`src/core/lcig_consts.vh`:
```
// Constants for the logic cell input gating block.
`ifndef LCIG_CONSTS_VH
`define LCIG_CONSTS_VH
// Register byte offsets on the AXI4-Lite bus.
`define LCIG_OFS_DATA1_SEL  8'h00
`define LCIG_OFS_DATA2_SEL  8'h04
`define LCIG_OFS_DATA3_SEL  8'h08
`define LCIG_OFS_DATA4_SEL  8'h0C
`define LCIG_OFS_GATE1_EN   8'h10
`define LCIG_OFS_GATE2_EN   8'h14
`define LCIG_OFS_STATUS     8'h18
// Address bits that select a word.
`define LCIG_ADDR_MSB       7
`define LCIG_ADDR_LSB       2
// Width of a source select field and of a gate enable register.
`define LCIG_SRC_W          6
`define LCIG_EN_W           8
// Number of selectable sources (six-bit code).
`define LCIG_NSRC           64
// Gate enable bit positions.
`define LCIG_IN4_TRUE       7
`define LCIG_IN4_INV        6
`define LCIG_IN3_TRUE       5
`define LCIG_IN3_INV        4
`define LCIG_IN2_TRUE       3
`define LCIG_IN2_INV        2
`define LCIG_IN1_TRUE       1
`define LCIG_IN1_INV        0
// AXI responses.
`define LCIG_RESP_OKAY      2'h0
`define LCIG_RESP_SLVERR    2'h2
`endif

```
`src/core/lcig_gate.v`:
```
// One input gate: OR of the enabled true and inverted data copies.
`timescale 1ns/100ps
`default_nettype none
`include "lcig_consts.vh"
module lcig_gate (
  // Data inputs after source selection.
  input  wire [3:0] dataIn,
  // Enable bits in the gate register layout.
  input  wire [7:0] enableBits,
  // Gate result, registered by the top level before it leaves.
  output wire       gateOut
);
  wire [7:0] terms;  // Each enabled copy, or zero when not enabled.

  // A true bit passes the data, a negated bit its inverse; both may be on.
  assign terms[`LCIG_IN4_TRUE] = enableBits[`LCIG_IN4_TRUE] & dataIn[3];
  assign terms[`LCIG_IN4_INV]  = enableBits[`LCIG_IN4_INV]  & ~dataIn[3];
  assign terms[`LCIG_IN3_TRUE] = enableBits[`LCIG_IN3_TRUE] & dataIn[2];
  assign terms[`LCIG_IN3_INV]  = enableBits[`LCIG_IN3_INV]  & ~dataIn[2];
  assign terms[`LCIG_IN2_TRUE] = enableBits[`LCIG_IN2_TRUE] & dataIn[1];
  assign terms[`LCIG_IN2_INV]  = enableBits[`LCIG_IN2_INV]  & ~dataIn[1];
  assign terms[`LCIG_IN1_TRUE] = enableBits[`LCIG_IN1_TRUE] & dataIn[0];
  assign terms[`LCIG_IN1_INV]  = enableBits[`LCIG_IN1_INV]  & ~dataIn[0];

  // No enabled input leaves the gate at zero.
  assign gateOut = |terms;
endmodule
`default_nettype wire

```
`src/core/lcig_top.v`:
```
// Logic cell input gating front end with its AXI4-Lite registers.
//
// Overview of operation
// - Data-4 select: six-bit source field, low bits.
// - Data-4 select bits 7-6 read zero.
// - Select registers read/write; kept over soft resets.
// - Gate 1 bits pair true/inverted, data 4 first.
// - Enabled bit feeds signal; cleared bit does not.
// - True bit passes data; negated passes inverse.
// - Gate 2 register has same layout as gate 1.
// - Data 1-3 have matching six-bit source fields.
`timescale 1ns/100ps
`default_nettype none
`include "lcig_consts.vh"
module lcig_top (
  // Clock and power-on reset.
  input  wire        core_clk,
  input  wire        reset,
  // AXI4-Lite write address.
  input  wire [7:0]  s_axi_awaddr,
  input  wire        s_axi_awvalid,
  output wire        s_axi_awready,
  // AXI4-Lite write data.
  input  wire [31:0] s_axi_wdata,
  input  wire [3:0]  s_axi_wstrb,
  input  wire        s_axi_wvalid,
  output wire        s_axi_wready,
  // AXI4-Lite write response.
  output reg  [1:0]  s_axi_bresp,
  output reg         s_axi_bvalid,
  input  wire        s_axi_bready,
  // AXI4-Lite read address.
  input  wire [7:0]  s_axi_araddr,
  input  wire        s_axi_arvalid,
  output wire        s_axi_arready,
  // AXI4-Lite read data.
  output reg  [31:0] s_axi_rdata,
  output reg  [1:0]  s_axi_rresp,
  output reg         s_axi_rvalid,
  input  wire        s_axi_rready,
  // Candidate sources for the four data inputs, from outside the domain.
  input  wire [63:0] sourcePins,
  // Gate outputs toward the logic function, registered.
  output reg         firstGate,
  output reg         secondGate
);
  // Select and enable registers. They take no reset at all: their value
  // is undefined at power-on and every other reset leaves them alone.
  reg [5:0]  data1SourceField_q;  // Data 1 source code.
  reg [5:0]  data2SourceField_q;  // Data 2 source code.
  reg [5:0]  data3SourceField_q;  // Data 3 source code.
  reg [5:0]  data4SourceField_q;  // Data 4 source code.
  reg [7:0]  gate1InputEnable_q;  // Gate 1 enable bits.
  reg [7:0]  gate2InputEnable_q;  // Gate 2 enable bits.

  // Write channel capture.
  reg        awHeld_q;            // Address taken, waiting for data.
  reg [7:0]  awAddr_q;            // Captured write address.
  reg        wHeld_q;             // Data taken, waiting for address.
  reg [31:0] wData_q;             // Captured write data.
  reg [3:0]  wStrb_q;             // Captured byte strobes.

  // Source synchroniser: stage one is read only by stage two.
  reg [63:0] srcMeta_q;           // First stage.
  reg [63:0] srcSync_q;           // Second stage, used by the logic.

  wire [3:0] dataSel;             // The four selected data inputs.
  wire       gate1Raw;            // Gate 1 combinational result.
  wire       gate2Raw;            // Gate 2 combinational result.
  wire       doWrite;             // Both halves of a write are held.

  // Decode a byte address to a register hit; shared by reads and writes.
  function isReg;
    input [7:0] addr;
    input [7:0] ofs;
    begin
      isReg = (addr[`LCIG_ADDR_MSB:`LCIG_ADDR_LSB] ==
               ofs[`LCIG_ADDR_MSB:`LCIG_ADDR_LSB]);
    end
  endfunction

  // Is the address one of the mapped registers.
  function isMapped;
    input [7:0] addr;
    begin
      isMapped = isReg(addr, `LCIG_OFS_DATA1_SEL) |
                 isReg(addr, `LCIG_OFS_DATA2_SEL) |
                 isReg(addr, `LCIG_OFS_DATA3_SEL) |
                 isReg(addr, `LCIG_OFS_DATA4_SEL) |
                 isReg(addr, `LCIG_OFS_GATE1_EN)  |
                 isReg(addr, `LCIG_OFS_GATE2_EN)  |
                 isReg(addr, `LCIG_OFS_STATUS);
    end
  endfunction

  // Address and data are accepted while not already held and no
  // response is pending; this keeps one write in flight.
  assign s_axi_awready = ~awHeld_q & ~s_axi_bvalid;
  assign s_axi_wready  = ~wHeld_q & ~s_axi_bvalid;
  assign s_axi_arready = ~s_axi_rvalid;
  assign doWrite       = awHeld_q & wHeld_q;

  // Capture write address and data in either order.
  always @(posedge core_clk or posedge reset) begin
    if (reset) begin
      awHeld_q <= 1'b0;
      awAddr_q <= 8'h00;
      wHeld_q  <= 1'b0;
      wData_q  <= 32'h0000_0000;
      wStrb_q  <= 4'h0;
    end else begin
      if (doWrite) begin
        awHeld_q <= 1'b0;
        wHeld_q  <= 1'b0;
      end else begin
        if (s_axi_awvalid && s_axi_awready) begin
          awHeld_q <= 1'b1;
          awAddr_q <= s_axi_awaddr;
        end
        if (s_axi_wvalid && s_axi_wready) begin
          wHeld_q <= 1'b1;
          wData_q <= s_axi_wdata;
          wStrb_q <= s_axi_wstrb;
        end
      end
    end
  end

  // Write response: an unmapped address answers with SLVERR.
  always @(posedge core_clk or posedge reset) begin
    if (reset) begin
      s_axi_bvalid <= 1'b0;
      s_axi_bresp  <= `LCIG_RESP_OKAY;
    end else if (doWrite) begin
      s_axi_bvalid <= 1'b1;
      s_axi_bresp  <= isMapped(awAddr_q) ? `LCIG_RESP_OKAY
                                         : `LCIG_RESP_SLVERR;
    end else if (s_axi_bready) begin
      s_axi_bvalid <= 1'b0;
    end
  end

  // Register writes. Only byte lane 0 holds data; the upper two bits of
  // each select field are not stored, so writes to them vanish.
  always @(posedge core_clk) begin
    if (doWrite && wStrb_q[0]) begin
      if (isReg(awAddr_q, `LCIG_OFS_DATA1_SEL)) begin
        data1SourceField_q <= wData_q[`LCIG_SRC_W-1:0];
      end
      if (isReg(awAddr_q, `LCIG_OFS_DATA2_SEL)) begin
        data2SourceField_q <= wData_q[`LCIG_SRC_W-1:0];
      end
      if (isReg(awAddr_q, `LCIG_OFS_DATA3_SEL)) begin
        data3SourceField_q <= wData_q[`LCIG_SRC_W-1:0];
      end
      if (isReg(awAddr_q, `LCIG_OFS_DATA4_SEL)) begin
        data4SourceField_q <= wData_q[`LCIG_SRC_W-1:0];
      end
      if (isReg(awAddr_q, `LCIG_OFS_GATE1_EN)) begin
        gate1InputEnable_q <= wData_q[`LCIG_EN_W-1:0];
      end
      if (isReg(awAddr_q, `LCIG_OFS_GATE2_EN)) begin
        gate2InputEnable_q <= wData_q[`LCIG_EN_W-1:0];
      end
    end
  end

  // Read path: one cycle after the address is taken. Unused bits are 0.
  always @(posedge core_clk or posedge reset) begin
    if (reset) begin
      s_axi_rvalid <= 1'b0;
      s_axi_rdata  <= 32'h0000_0000;
      s_axi_rresp  <= `LCIG_RESP_OKAY;
    end else if (s_axi_arvalid && s_axi_arready) begin
      s_axi_rvalid <= 1'b1;
      s_axi_rresp  <= isMapped(s_axi_araddr) ? `LCIG_RESP_OKAY
                                             : `LCIG_RESP_SLVERR;
      if (isReg(s_axi_araddr, `LCIG_OFS_DATA1_SEL)) begin
        s_axi_rdata <= {26'h0, data1SourceField_q};
      end else if (isReg(s_axi_araddr, `LCIG_OFS_DATA2_SEL)) begin
        s_axi_rdata <= {26'h0, data2SourceField_q};
      end else if (isReg(s_axi_araddr, `LCIG_OFS_DATA3_SEL)) begin
        s_axi_rdata <= {26'h0, data3SourceField_q};
      end else if (isReg(s_axi_araddr, `LCIG_OFS_DATA4_SEL)) begin
        s_axi_rdata <= {26'h0, data4SourceField_q};
      end else if (isReg(s_axi_araddr, `LCIG_OFS_GATE1_EN)) begin
        s_axi_rdata <= {24'h0, gate1InputEnable_q};
      end else if (isReg(s_axi_araddr, `LCIG_OFS_GATE2_EN)) begin
        s_axi_rdata <= {24'h0, gate2InputEnable_q};
      end else if (isReg(s_axi_araddr, `LCIG_OFS_STATUS)) begin
        // Live view of data inputs and gate outputs.
        s_axi_rdata <= {26'h0, secondGate, firstGate, dataSel};
      end else begin
        s_axi_rdata <= 32'h0000_0000;
      end
    end else if (s_axi_rready) begin
      s_axi_rvalid <= 1'b0;
    end
  end

  // Two-flop synchroniser on every source line.
  always @(posedge core_clk or posedge reset) begin
    if (reset) begin
      srcMeta_q <= 64'h0000_0000_0000_0000;
      srcSync_q <= 64'h0000_0000_0000_0000;
    end else begin
      srcMeta_q <= sourcePins;
      srcSync_q <= srcMeta_q;
    end
  end

  // Each data input picks its own source from the common list.
  assign dataSel[0] = srcSync_q[data1SourceField_q];
  assign dataSel[1] = srcSync_q[data2SourceField_q];
  assign dataSel[2] = srcSync_q[data3SourceField_q];
  assign dataSel[3] = srcSync_q[data4SourceField_q];

  // Gate 1 and gate 2 share the same structure and layout.
  lcig_gate gate1Inst (
    .dataIn     (dataSel),
    .enableBits (gate1InputEnable_q),
    .gateOut    (gate1Raw)
  );

  lcig_gate gate2Inst (
    .dataIn     (dataSel),
    .enableBits (gate2InputEnable_q),
    .gateOut    (gate2Raw)
  );

  // Gate outputs are registered so the ports come from flip-flops.
  // Until software writes the enables their value, like the
  // registers', is undefined; reset forces the outputs low only.
  always @(posedge core_clk or posedge reset) begin
    if (reset) begin
      firstGate  <= 1'b0;
      secondGate <= 1'b0;
    end else begin
      firstGate  <= gate1Raw;
      secondGate <= gate2Raw;
    end
  end
endmodule
`default_nettype wire

```
`config.mk`:
```
export PLATFORM = sky130hd
export DESIGN_NAME = lcig_top
export DESIGN_NICKNAME = d
export VERILOG_FILES = /design/src/core/lcig_gate.v /design/src/core/lcig_top.v
export VERILOG_INCLUDE_DIRS = /design/src /design/src/core
export SDC_FILE = /design/constraint.sdc
export NUM_CORES = 1
export LEC_CHECK = 0
export ABC_AREA = 1
export BUFFER_PORTS_ARGS = -buffer_cell sky130_fd_sc_hd__buf_2
export CAP_MARGIN = 5
export CORE_MARGIN = 4
export CORE_UTILIZATION = 45
export DETAILED_ROUTE_END_ITERATION = 10
export PLACE_DENSITY_LB_ADDON = 0.15
export SYNTH_ARGS = -nofsm -noshare
export SYNTH_HDL_FRONTEND = slang
export SYNTH_HIERARCHICAL = 1
export SYNTH_SLANG_ARGS = --single-unit
```
`constraint.sdc`:
```
create_clock -name core_clk -period 18 [get_ports core_clk]
set_input_delay 4.5 -clock core_clk [delete_from_list [all_inputs] [get_ports core_clk]]
set_output_delay 4.5 -clock core_clk [all_outputs]
set_load 0.1 [all_outputs]
```
# == After elaboration in Yosys (flattened, before gate mapping) ==
# Cells that the tools add are included.
# totals
latchBits,0
ram_bits,0
mem_count,0
output_inout_bits,43
input_bits,123
wordCells,121
rom_bits,0
ff_bits,227
# op_classes
div_mod_pow,0
mul,0
reduce_logical,20
addsub,0
n_shift,0
bitwise,40
muxes,25
eq_ne,12
order_cmp,4
# op_table
operator,n
8-bit 2-to-1 mux,6
6-bit by 3-bit == test with 1-bit output (second input constant),6
6-bit by 7-bit < comparator with 1-bit output (second input constant),4
1-bit binary-select mux with 6-bit select,4
6-bit by 2-bit == test with 1-bit output (second input constant),4
1-bit AND,19
2-bit AND reduction,8
8-bit OR reduction,2
6-bit by 1-bit == test with 1-bit output (second input constant),2
6-bit logical NOT,2
1-bit 2-to-1 mux,12
1-bit bitwise OR,12
1-bit NOT,9
2-bit nonzero test,4
6-bit 2-to-1 mux,1
1-bit logical AND,4
2-bit 2-to-1 mux,2

# == Depth between registers and ports, before layout ==
# Gate-level depths: netlist of the first run.
# depth
depth_word,9
depth_mapped,17
mapped_depth_nobuf,15

# == Cells and area by module ==
# Netlist of the first run, hierarchy kept.
# by_module_without_submodules
module,instances,area_per_inst_um2,cells_per_inst
lcig_top,1,8988.6,998
lcig_gate,2,71.3,19

# == Worst setup path after synthesis of the first run ==
# OpenSTA, ideal clock, no wires.
# synth_path
path_kind,flip-flop to output port
startpoint,reg s_axi_bvalid
endpoint,out s_axi_awready
path_buffers,0
arrival_time_ns,2.192
t_required_ns,13.500
slack_ns,11.308
stages_incl_launch_ff,2
cell_sequence,dfrtp_1 nor2_1
# synth_via
elab_chain_len,2
# synth_rtl
item,line,source
from (decl),lcig_top.v:30,"output reg s_axi_bvalid,"
from (signal assigned),lcig_top.v:132,s_axi_bvalid <= 1'b0;
from (signal assigned),lcig_top.v:135,s_axi_bvalid <= 1'b1;
from (signal assigned),lcig_top.v:139,s_axi_bvalid <= 1'b0;
1-bit NOT,lcig_top.v:98,assign s_axi_awready = ~awHeld_q & ~s_axi_bvalid;
1-bit AND,lcig_top.v:98,
to (decl),lcig_top.v:22,"output wire s_axi_awready,"
# No other way between the ends.

# == Worst setup path in the final report of the first run ==
# layout_path
startpoint,reg wHeld_q
endpoint,out s_axi_wready
# layout_via
elab_chain_len,2
# layout_rtl
item,line,source
from (decl),lcig_top.v:59,reg wHeld_q;
from (signal assigned),lcig_top.v:108,wHeld_q <= 1'b0;
from (signal assigned),lcig_top.v:114,wHeld_q <= 1'b0;
from (signal assigned),lcig_top.v:121,wHeld_q <= 1'b1;
1-bit NOT,lcig_top.v:99,assign s_axi_wready = ~wHeld_q & ~s_axi_bvalid;
1-bit AND,lcig_top.v:99,
to (decl),lcig_top.v:27,"output wire s_axi_wready,"
# No other way between the ends.

==> flow_summary_export.csv, run 1 <==
group,metric,value,unit
clock_tree,clk_pin_slew_worst_paths,0.08,ns
route,vias,7259,
cells_and_area,stdcell_count,1406,
min_path,hold_class,"register to register",
cells_and_area,fillers,1894,
place,hpwl,15.5,mm
floorplanning,dieArea,22600,um2
clock_tree,clockBufferDepth,2,
worst_setup_path,required,13.50,ns
min_path,whs_path_depth,0,
floorplanning,initial_core_util,46.3,%
worst_setup_path,worst_r2r_path_depth,13,
worst_setup_path,r2r-end,"s_axi_rdata[0]$_DFFE_PP0P_",
global_route,grtUsageTotal,21.1,%
clock_tree,cts_tree,"done",
global_route,grt.met3_usage,5.57,%
timing,max_freq,168,MHz
route,drc,0,
route,avgRoutedWirePerCell,16.7,um
timing,slew_headroom,18.1,%
clock_tree,clock-sinks,199,
place,port_buffers,108,
power,p_total,0.00109,W
timing,setup_viol,0,
clock_tree,cts_buffers,17,
floorplanning,io_pins,166,
synth,ys_types,25,
cells_and_area,drive_above_1_share,15.3,%
synth,synthCells,1036,
global_route,grt_max_degree,91,
power,peakVddDrop,0.0639,mV
power,pwr_density_cell,108,nW/um2
clock_tree,cts-root-buf,"clkbuf_16",
worst_setup_path,arrival,1.46,ns
global_route,grtUsageMet2,29.4,%
floorplanning,die_y,150,um
global_route,grt_pass1_wl,36.5,mm
place,dp_cells,1374,
timing,finalClockSkew,0.00881,ns
clock_tree,cts_setup_buffers,0,
timing,period_needed,5.96,ns
cells_and_area,fin_nets,1251,
synth,ys.warnings.count,6,
synth,ys_ff_latch,199,
timing,setup_ws,12.04,ns
cells_and_area,multi_input_area,3230,um2
synth,avgSynthCellArea,8.81,um2
global_route,grt_overflow,0,
timing,worst_pin_slew,1.22,ns
timing,final.period_utilization,33.1,%
status,status,"finished, final reports clean",
route,vias_per_cell,5.16,
worst_setup_path,critPathKind,"register to output pin",
route,drtAntennaViolNets,0,
cells_and_area,antenna_cells,0,
global_route,antenna_found_initial,0,
floorplanning,core,19700,um2
route,routed_wl,23.4,mm
min_path,hold_path_end,"srcSync_q[28]$_DFF_PP0_",
cells_and_area,post-route-util,51.5,%
cells_and_area,area_growth,11.2,%
synth,yosysSeqAreaShare,56.7,%
worst_setup_path,reg2reg_slack,15.36,ns
timing,final_hold_viol_count,0,
route,drt_pass1_iterations,6,
synth,synthTopCellsByArea,"dfrtp_1, nand2_1, edfxtp_1",
timing,tns,0,ns
global_route,grt_use_met1,31.7,%
floorplanning,num_rows,51,
global_route,grt_pass1_vias,6681,
min_path,min-delay-start,"srcMeta_q[28]$_DFF_PP0_",
synth,synth.top_cell.area_share,43.6,%
synth,syn_area,9130,um2
clock_tree,postCtsHoldBufs,0,
worst_setup_path,worstPathMaxFanout,6,
worst_setup_path,r2r_start,"data1SourceField_q[2]$_DFFE_PP_",
clock_tree,cts_resized,0,
worst_setup_path,start_kind,"register",
synth,synth_largest_area_cell,"dfrtp_1",
cells_and_area,register_area,5180,um2
clock_tree,h-tree-depth,4,
floorplanning,die_w,150,um
clock_tree,clk_latency,0.44,ns
timing,final-max-slew-violation-count,0,
global_route,grt.busiest_layer,"met1",
worst_setup_path,end_kind,"output pin",
place,gp_congestion,0.935,
flow_run,maxCapViolCount,0,
place,place_ws,11.89,ns
power,p_leak,4.90,nW
timing,rsz0062_at_grt,"false",
route,drt-initial-drc-count,850,
## cell type report
class                      instances  share of cell area (%)
sequential                       199                    51.0
multi-input combinational        740                    31.8
clock inverter                    14                    1.34
tap                              265                    3.27
clock buffer                      18                    4.33
inverter                          52                    2.19
timing repair buffer             118                    6.06
## power breakdown
part	total (W)	switching, W	internal [W]
combinational	0.000171	0.000129	0.0000417
sequential	0.000554	0.0000413	0.000513
clock	0.000368	0.000180	0.000187
total	0.00109	0.000351	0.000742
## cell usage after synthesis
master     instances
nand2_1          400
nand3_1          224
dfrtp_1          159
inv_1             42
edfxtp_1          40
buf_4             37
nor2_1            37
buf_6             25
o21ai_0           13
mux2_2            12
a21oi_1            9
buf_2              8
nand4_1            5
inv_6              4
or2_2              4
inv_2              3
nor3_1             3
a22oi_1            2
clkinv_1           2
nor4_1             2
a311oi_1           1
conb_1             1
inv_4              1
o2111ai_1          1
o211ai_1           1
## metrics by stage
stage / hold WS, ns / area [um2]
3_5_place_dp: 0.335 / 9580
3_3_place_gp: 0.334 / 9580
2_1_floorplan: 0.331 / 9230
4_1_cts: 0.350 / 10200
5_1_grt: 0.350 / 10200
6_report: 0.347 / 10200
## kinds of logic after synthesis
family          share of synthesized area [%]
other cells                            0.0411
simple gates                             31.2
mux                                      1.48
flops                                    56.7
buf+inv                                  8.95
compound gates                           1.64
## worst max-delay path: stages, from the launching register on
cell and delay (ns):
dfrtp_1 0.43, nor2_1 0.14, buf_2 0.44
## sequential cells by signal, indices dropped and copies added (netlist names), 6 cells and up
signal              flops
gate2InputEnable_q      8
wData_q                 8
data3SourceField_q      6
data4SourceField_q      6
s_axi_rdata             8
data2SourceField_q      6
gate1InputEnable_q      8
srcMeta_q              64
data1SourceField_q      6
awAddr_q                6
srcSync_q              64
## cells in the final DEF (no fill, tap or decap), drive strengths merged
cell type,Yosys,layout
clkinvlp,0,2
clkbuf,0,18
a21oi,9,9
conb,1,26
nand3,224,224
o2111ai,1,1
clkinv,2,7
nand2,400,400
buf,70,118
a22oi,2,2
a311oi,1,1
nand4,5,5
inv,50,57
dfrtp,159,159
nor4,2,2
o211ai,1,1
nor3,3,3
mux2,12,12
o21ai,13,13
or2,4,4
nor2,37,37
edfxtp,40,40
## metal layers
layer,vias up,share of wire (%)
met2,343,43
met3,44,10
li1,3507,-
met5,-,0
met1,3365,45
met4,0,2.3
## worst max path at each step
stage                     depth (start not counted)                      end  slack (ns)                 start
final                                             2             s_axi_wready       12.04   wHeld_q$_DFFE_PP0P_
after global routing                              2            s_axi_awready       11.96  awHeld_q$_DFFE_PP0P_
after CTS                                         2             s_axi_wready       12.01   wHeld_q$_DFFE_PP0P_
after detailed placement                          3  srcSync_q[32]$_DFF_PP0_       11.89                 reset
after global placement                            3  srcSync_q[33]$_DFF_PP0_       11.91                 reset
after floorplan                                   1  awAddr_q[2]$_DFFE_PP0P_        9.21                 reset
Power figures use the tool's default switching activity.
==> run 2: changes to the inputs <==
==> constraint.sdc (replaced) <==
create_clock -name core_clk -period 5.8 [get_ports core_clk]
set_input_delay 1.45 -clock core_clk [delete_from_list [all_inputs] [get_ports core_clk]]
set_output_delay 1.45 -clock core_clk [all_outputs]
set_load 0.1 [all_outputs]
==> run 2 against run 1 <==
Cell count stayed put. Sequential power increased to 3.1 times the previous value. Die area unchanged. Clock power grew to 3.2 times the previous value. Sequential share of layout area fell by 0.23 points. Critical path type unchanged.
==> flow_summary_export.csv, run 2 (synthesized netlist as in run 1, its figures left out) <==
group,metric,value,unit
cells_and_area,register_area,5180,um2
worst_setup_path,critPathKind,"register to output pin",
worst_setup_path,start_kind,"register",
min_path,hold_class,"register to register",
power,pwr_density_cell,336,nW/um2
timing,slew_headroom,25.8,%
cells_and_area,antenna_cells,0,
timing,final-max-slew-violation-count,0,
worst_setup_path,end_kind,"output pin",
timing,holdWs,0.341,ns
timing,period_needed,2.93,ns
cells_and_area,area_growth,11.7,%
timing,setup_viol,0,
floorplanning,core,19700,um2
timing,tns,0,ns
floorplanning,initial_core_util,46.3,%
route,drc,0,
clock_tree,clockBufferDepth,2,
clock_tree,clock-sinks,199,
global_route,grtUsageTotal,21.5,%
timing,finalClockSkew,0.0113,ns
timing,worst_pin_slew,1.10,ns
cells_and_area,post-route-util,51.7,%
flow_run,maxCapViolCount,0,
floorplanning,die_y,150,um
cells_and_area,drive_above_1_share,15.3,%
route,routed_wl,23.5,mm
power,p_leak,4.91,nW
place,place_ws,2.81,ns
clock_tree,postCtsHoldBufs,0,
worst_setup_path,worstPathMaxFanout,6,
clock_tree,h-tree-depth,4,
timing,rsz0062_at_grt,"false",
global_route,grt_overflow,0,
power,p_int,0.00231,W
cells_and_area,reg_top3,"srcMeta_q (64), srcSync_q (64)",
global_route,grt_pass1_wl,37.2,mm
clock_tree,cts_setup_buffers,0,
worst_setup_path,arrival,1.48,ns
timing,setup_ws,2.87,ns
route,vias_per_cell,5.18,
route,drt_pass1_iterations,6,
global_route,grt_pass1_vias,6761,
timing,final.period_utilization,50.5,%
floorplanning,die_w,150,um
worst_setup_path,reg2reg_slack,3.01,ns
cells_and_area,layout_common_cells,"nand2_1, nand3_1, dfrtp_1",
route,vias,7289,
floorplanning,dieArea,22600,um2
floorplanning,num_rows,51,
floorplanning,io_pins,166,
status,status,"finished, final reports clean",
cells_and_area,multi_input_area,3230,um2
clock_tree,clk_latency,0.45,ns
clock_tree,clk_pin_slew_worst_paths,0.08,ns
place,port_buffers,108,
power,peakVddDrop,0.228,mV
clock_tree,cts_tree,"done",
power,pwr-share-comb,15.5,%
route,drt-initial-drc-count,928,
worst_setup_path,required,4.35,ns
route,drtAntennaViolNets,0,
timing,final_hold_viol_count,0,
power,pwr-share-clk,34.3,%
clock_tree,cts_buffers,17,
cells_and_area,fin_nets,1251,
clock_tree,cts-root-buf,"clkbuf_16",
power,switching_share,32.6,%
clock_tree,cts_resized,0,
cells_and_area,fillers,1872,
place,gp_congestion,0.960,
global_route,grt_max_degree,89,
global_route,antenna_found_initial,0,
power,seqPwrFrac,50.3,%
power,switching_power,0.00112,W
route,avgRoutedWirePerCell,16.7,um
place,hpwl,15.8,mm
cells_and_area,final_common_cell,"nand2_1",
timing,max_freq,342,MHz
==> run 2: final timing paths <==
path | startpoint | cells past startpoint | endpoint
worst min register to register | srcMeta_q[19]$_DFF_PP0_ | 0 | srcSync_q[19]$_DFF_PP0_
worst max register to register | data4SourceField_q[0]$_DFFE_PP_ | 16 | s_axi_rdata[3]$_DFFE_PP0P_
worst min-delay path | srcMeta_q[19]$_DFF_PP0_ | 0 | srcSync_q[19]$_DFF_PP0_
min in group asynchronous | reset | 2 | srcMeta_q[14]$_DFF_PP0_
worst max-delay path | wHeld_q$_DFFE_PP0P_ | 2 | s_axi_wready
max in group asynchronous | reset | 3 | srcSync_q[33]$_DFF_PP0_
==> run 2: final cells by class <==
class	count	area share, %
clock inverter	15	1.79
multi-input combinational	740	31.7
timing repair buffer	118	6.16
clock buffer	17	4.17
sequential	199	50.8
tap	265	3.25
inverter	52	2.18
==> run 2: metrics by stage <==
stage | total power, W | instances | cell area, um2
final | 0.00342 | 1406 | 10200
after global routing | 0.00358 | 1406 | 10200
after CTS | 0.00346 | 1406 | 10200
after detailed placement | 0.00228 | 1374 | 9590
after global placement | 0.00227 | 1374 | 9590
after floorplan | 0.00215 | 1061 | 9230
==> run 2: power groups by stage <==
stage	Combinational, W	Sequential [W]	Clock (W)
2_1_floorplan	0.000343	0.00181	0
4_1_cts	0.000535	0.00172	0.00121
3_3_place_gp	0.000528	0.00174	0
5_1_grt	0.000573	0.00174	0.00126
6_report	0.000530	0.00172	0.00117
3_5_place_dp	0.000535	0.00175	0
==> run 2: routing by layer <==
metal	global-route usage, %	share of wire [%]	routed length, um
met5	0	0	0
met4	7.78	2.3	541
met3	4.21	9.3	2180
met2	30.2	43	10100
met1	33.1	45	10600
==> run 2: worst max-delay path, stage by stage, from the launching register on <==
cell     delay, ns
dfrtp_1       0.44
nor2_1        0.15
buf_2         0.44
==> run 3: changes to the inputs <==
==> constraint.sdc (replaced) <==
create_clock -name core_clk -period 2.6 [get_ports core_clk]
set_input_delay 0.65 -clock core_clk [delete_from_list [all_inputs] [get_ports core_clk]]
set_output_delay 0.65 -clock core_clk [all_outputs]
set_load 0.1 [all_outputs]
==> run 3 against run 2 <==
Critical path depth is 13 higher. Flip-flop and latch count stayed put. Via count is 0.85% higher. Largest cell class unchanged. Largest power group unchanged.
==> flow_summary_export.csv, run 3 (synthesized netlist as in run 1, its figures left out) <==
group,metric,value,unit
route,drtAntennaViolNets,0,
route,route.met2.wl,10.3,mm
timing,final.period_utilization,86.4,%
timing,slew_headroom,61.4,%
floorplanning,die_w,150,um
clock_tree,cts_setup_buffers,0,
place,gp_congestion,0.897,
route,vias_per_cell,5.15,
floorplanning,dieArea,22600,um2
cells_and_area,reg_top3,"srcMeta_q (64), srcSync_q (64)",
power,p_total,0.00762,W
clock_tree,cts_tree,"done",
clock_tree,cts_resized,0,
global_route,grtUsageTotal,22.0,%
cells_and_area,register_area,5180,um2
floorplanning,die_y,150,um
timing,tns,0,ns
clock_tree,cts-root-buf,"clkbuf_16",
worst_setup_path,arrival,2.58,ns
route,avgRoutedWirePerCell,16.8,um
worst_setup_path,start_kind,"register",
clock_tree,clk_pin_slew_worst_paths,0.07,ns
clock_tree,clockBufferDepth,2,
worst_setup_path,worstPathMaxFanout,32,
power,pwr_density_cell,734,nW/um2
flow_run,maxCapViolCount,0,
global_route,antenna_found_initial,0,
timing,finalClockSkew,0.0116,ns
clock_tree,clk_latency,0.45,ns
cells_and_area,drive_above_1_share,17.1,%
route,wl_met1,10.6,mm
cells_and_area,layout_common_cells,"nand2_1, nand3_1, dfrtp_1",
cells_and_area,fin_nets,1273,
clock_tree,clock-sinks,199,
floorplanning,core,19700,um2
cells_and_area,area_growth,13.7,%
timing,final_hold_viol_count,0,
route,vias,7351,
timing,final-max-slew-violation-count,0,
place,port_buffers,108,
global_route,grt_pass1_vias,6875,
worst_setup_path,required,2.93,ns
floorplanning,num_rows,51,
timing,period_needed,2.25,ns
global_route,grt_overflow,0,
floorplanning,io_pins,166,
clock_tree,postCtsHoldBufs,0,
route,wl_met3,2.39,mm
route,routed_wl,23.9,mm
status,status,"finished, final reports clean",
route,drt-initial-drc-count,800,
route,drt_pass1_iterations,6,
power,p_leak,5.02,nW
floorplanning,initial_core_util,46.3,%
timing,max_freq,445,MHz
route,highest_layer,"met4",
min_path,hold_class,"primary input to asynchronous set/reset pin",
route,drc,0,
timing,worst_pin_slew,0.577,ns
worst_setup_path,end_kind,"register",
cells_and_area,fillers,1873,
cells_and_area,multi_input_area,3240,um2
global_route,grt_pass1_wl,37.6,mm
cells_and_area,final_common_cell,"nand2_1",
global_route,grt_max_degree,100,
clock_tree,h-tree-depth,4,
cells_and_area,antenna_cells,0,
clock_tree,cts_buffers,17,
worst_setup_path,critPathKind,"register to register",
power,peakVddDrop,0.487,mV
timing,rsz0062_at_grt,"false",
place,hpwl,16.6,mm
timing,setup_viol,0,
run 3: changes by cell type in the layout (fill, tap and decap cells not counted):
cell / before / now
inv_8: 2 / 5
nor2_1: 37 / 35
buf_12: 1 / 3
clkbuf_8: 0 / 1
inv_6: 7 / 6
nor2_4: 0 / 2
clkinv_8: 5 / 2
inv_12: 2 / 1
inv_4: 1 / 2
buf_4: 9 / 29
run 3: cell type report:
| type | count | area share (%) |
|---|---|---|
| inverters | 52 | 2.13 |
| clock inverters | 14 | 1.45 |
| flip-flops and latches | 199 | 49.9 |
| repair buffers | 140 | 7.88 |
| multi-input cells | 740 | 31.2 |
| clock buffers | 18 | 4.23 |
| well taps | 265 | 3.19 |
run 3: report_power, final:
part           leakage (nW)  internal [W]  switching, W
sequential             2.21       0.00355      0.000289
combinational          2.52      0.000307      0.000894
clock                 0.290       0.00132       0.00127
run 3: worst max-delay path: stages (launching register included):
cell and delay (ns):
edfxtp_1 0.50, buf_4 0.30, nand2_1 0.11, nand3_1 0.08, nand3_1 0.18, nand2_1 0.08, nand2_1 0.07, nand3_1 0.07
nand3_1 0.08, nand2_1 0.14, nand2_1 0.09, nand2_1 0.05, nand2_1 0.07, nand4_1 0.09, nor2_1 0.15, nor2_1 0.06
run 3: final timing paths:
kind	start	slack, ns	endpoint	cells after the start
min	reset	0.29	awAddr_q[6]$_DFFE_PP0P_	3
max in group asynchronous	reset	1.85	srcMeta_q[1]$_DFF_PP0_	3
max	data3SourceField_q[0]$_DFFE_PP_	0.35	s_axi_rdata[2]$_DFFE_PP0P_	15
max reg2reg	data3SourceField_q[0]$_DFFE_PP_	0.35	s_axi_rdata[2]$_DFFE_PP0P_	15
min in group core_clk	sourcePins[29]	0.30	srcMeta_q[29]$_DFF_PP0_	1
min reg2reg	srcMeta_q[59]$_DFF_PP0_	0.34	srcSync_q[59]$_DFF_PP0_	0
run 3: per-layer routing:
metal	vias up	global-route usage [%]
li1	3545	-
met1	3388	31.2
met2	361	31.5
met3	57	6.50
met4	0	9.01
met5	-	0
run 3: metrics by stage:
stage                     utilization (%)  hold WS [ns]  setup slack (ns)  std cells  cell area, um2
after detailed placement             49.7         0.335             0.452       1396            9790
after global placement               49.7         0.334             0.470       1396            9790
after global routing                 52.7         0.276             0.121       1428           10400
after floorplan                         -         0.331           -0.0649       1061            9240
final                                52.7         0.289             0.353       1428           10400
after CTS                            52.7         0.280             0.435       1428           10400
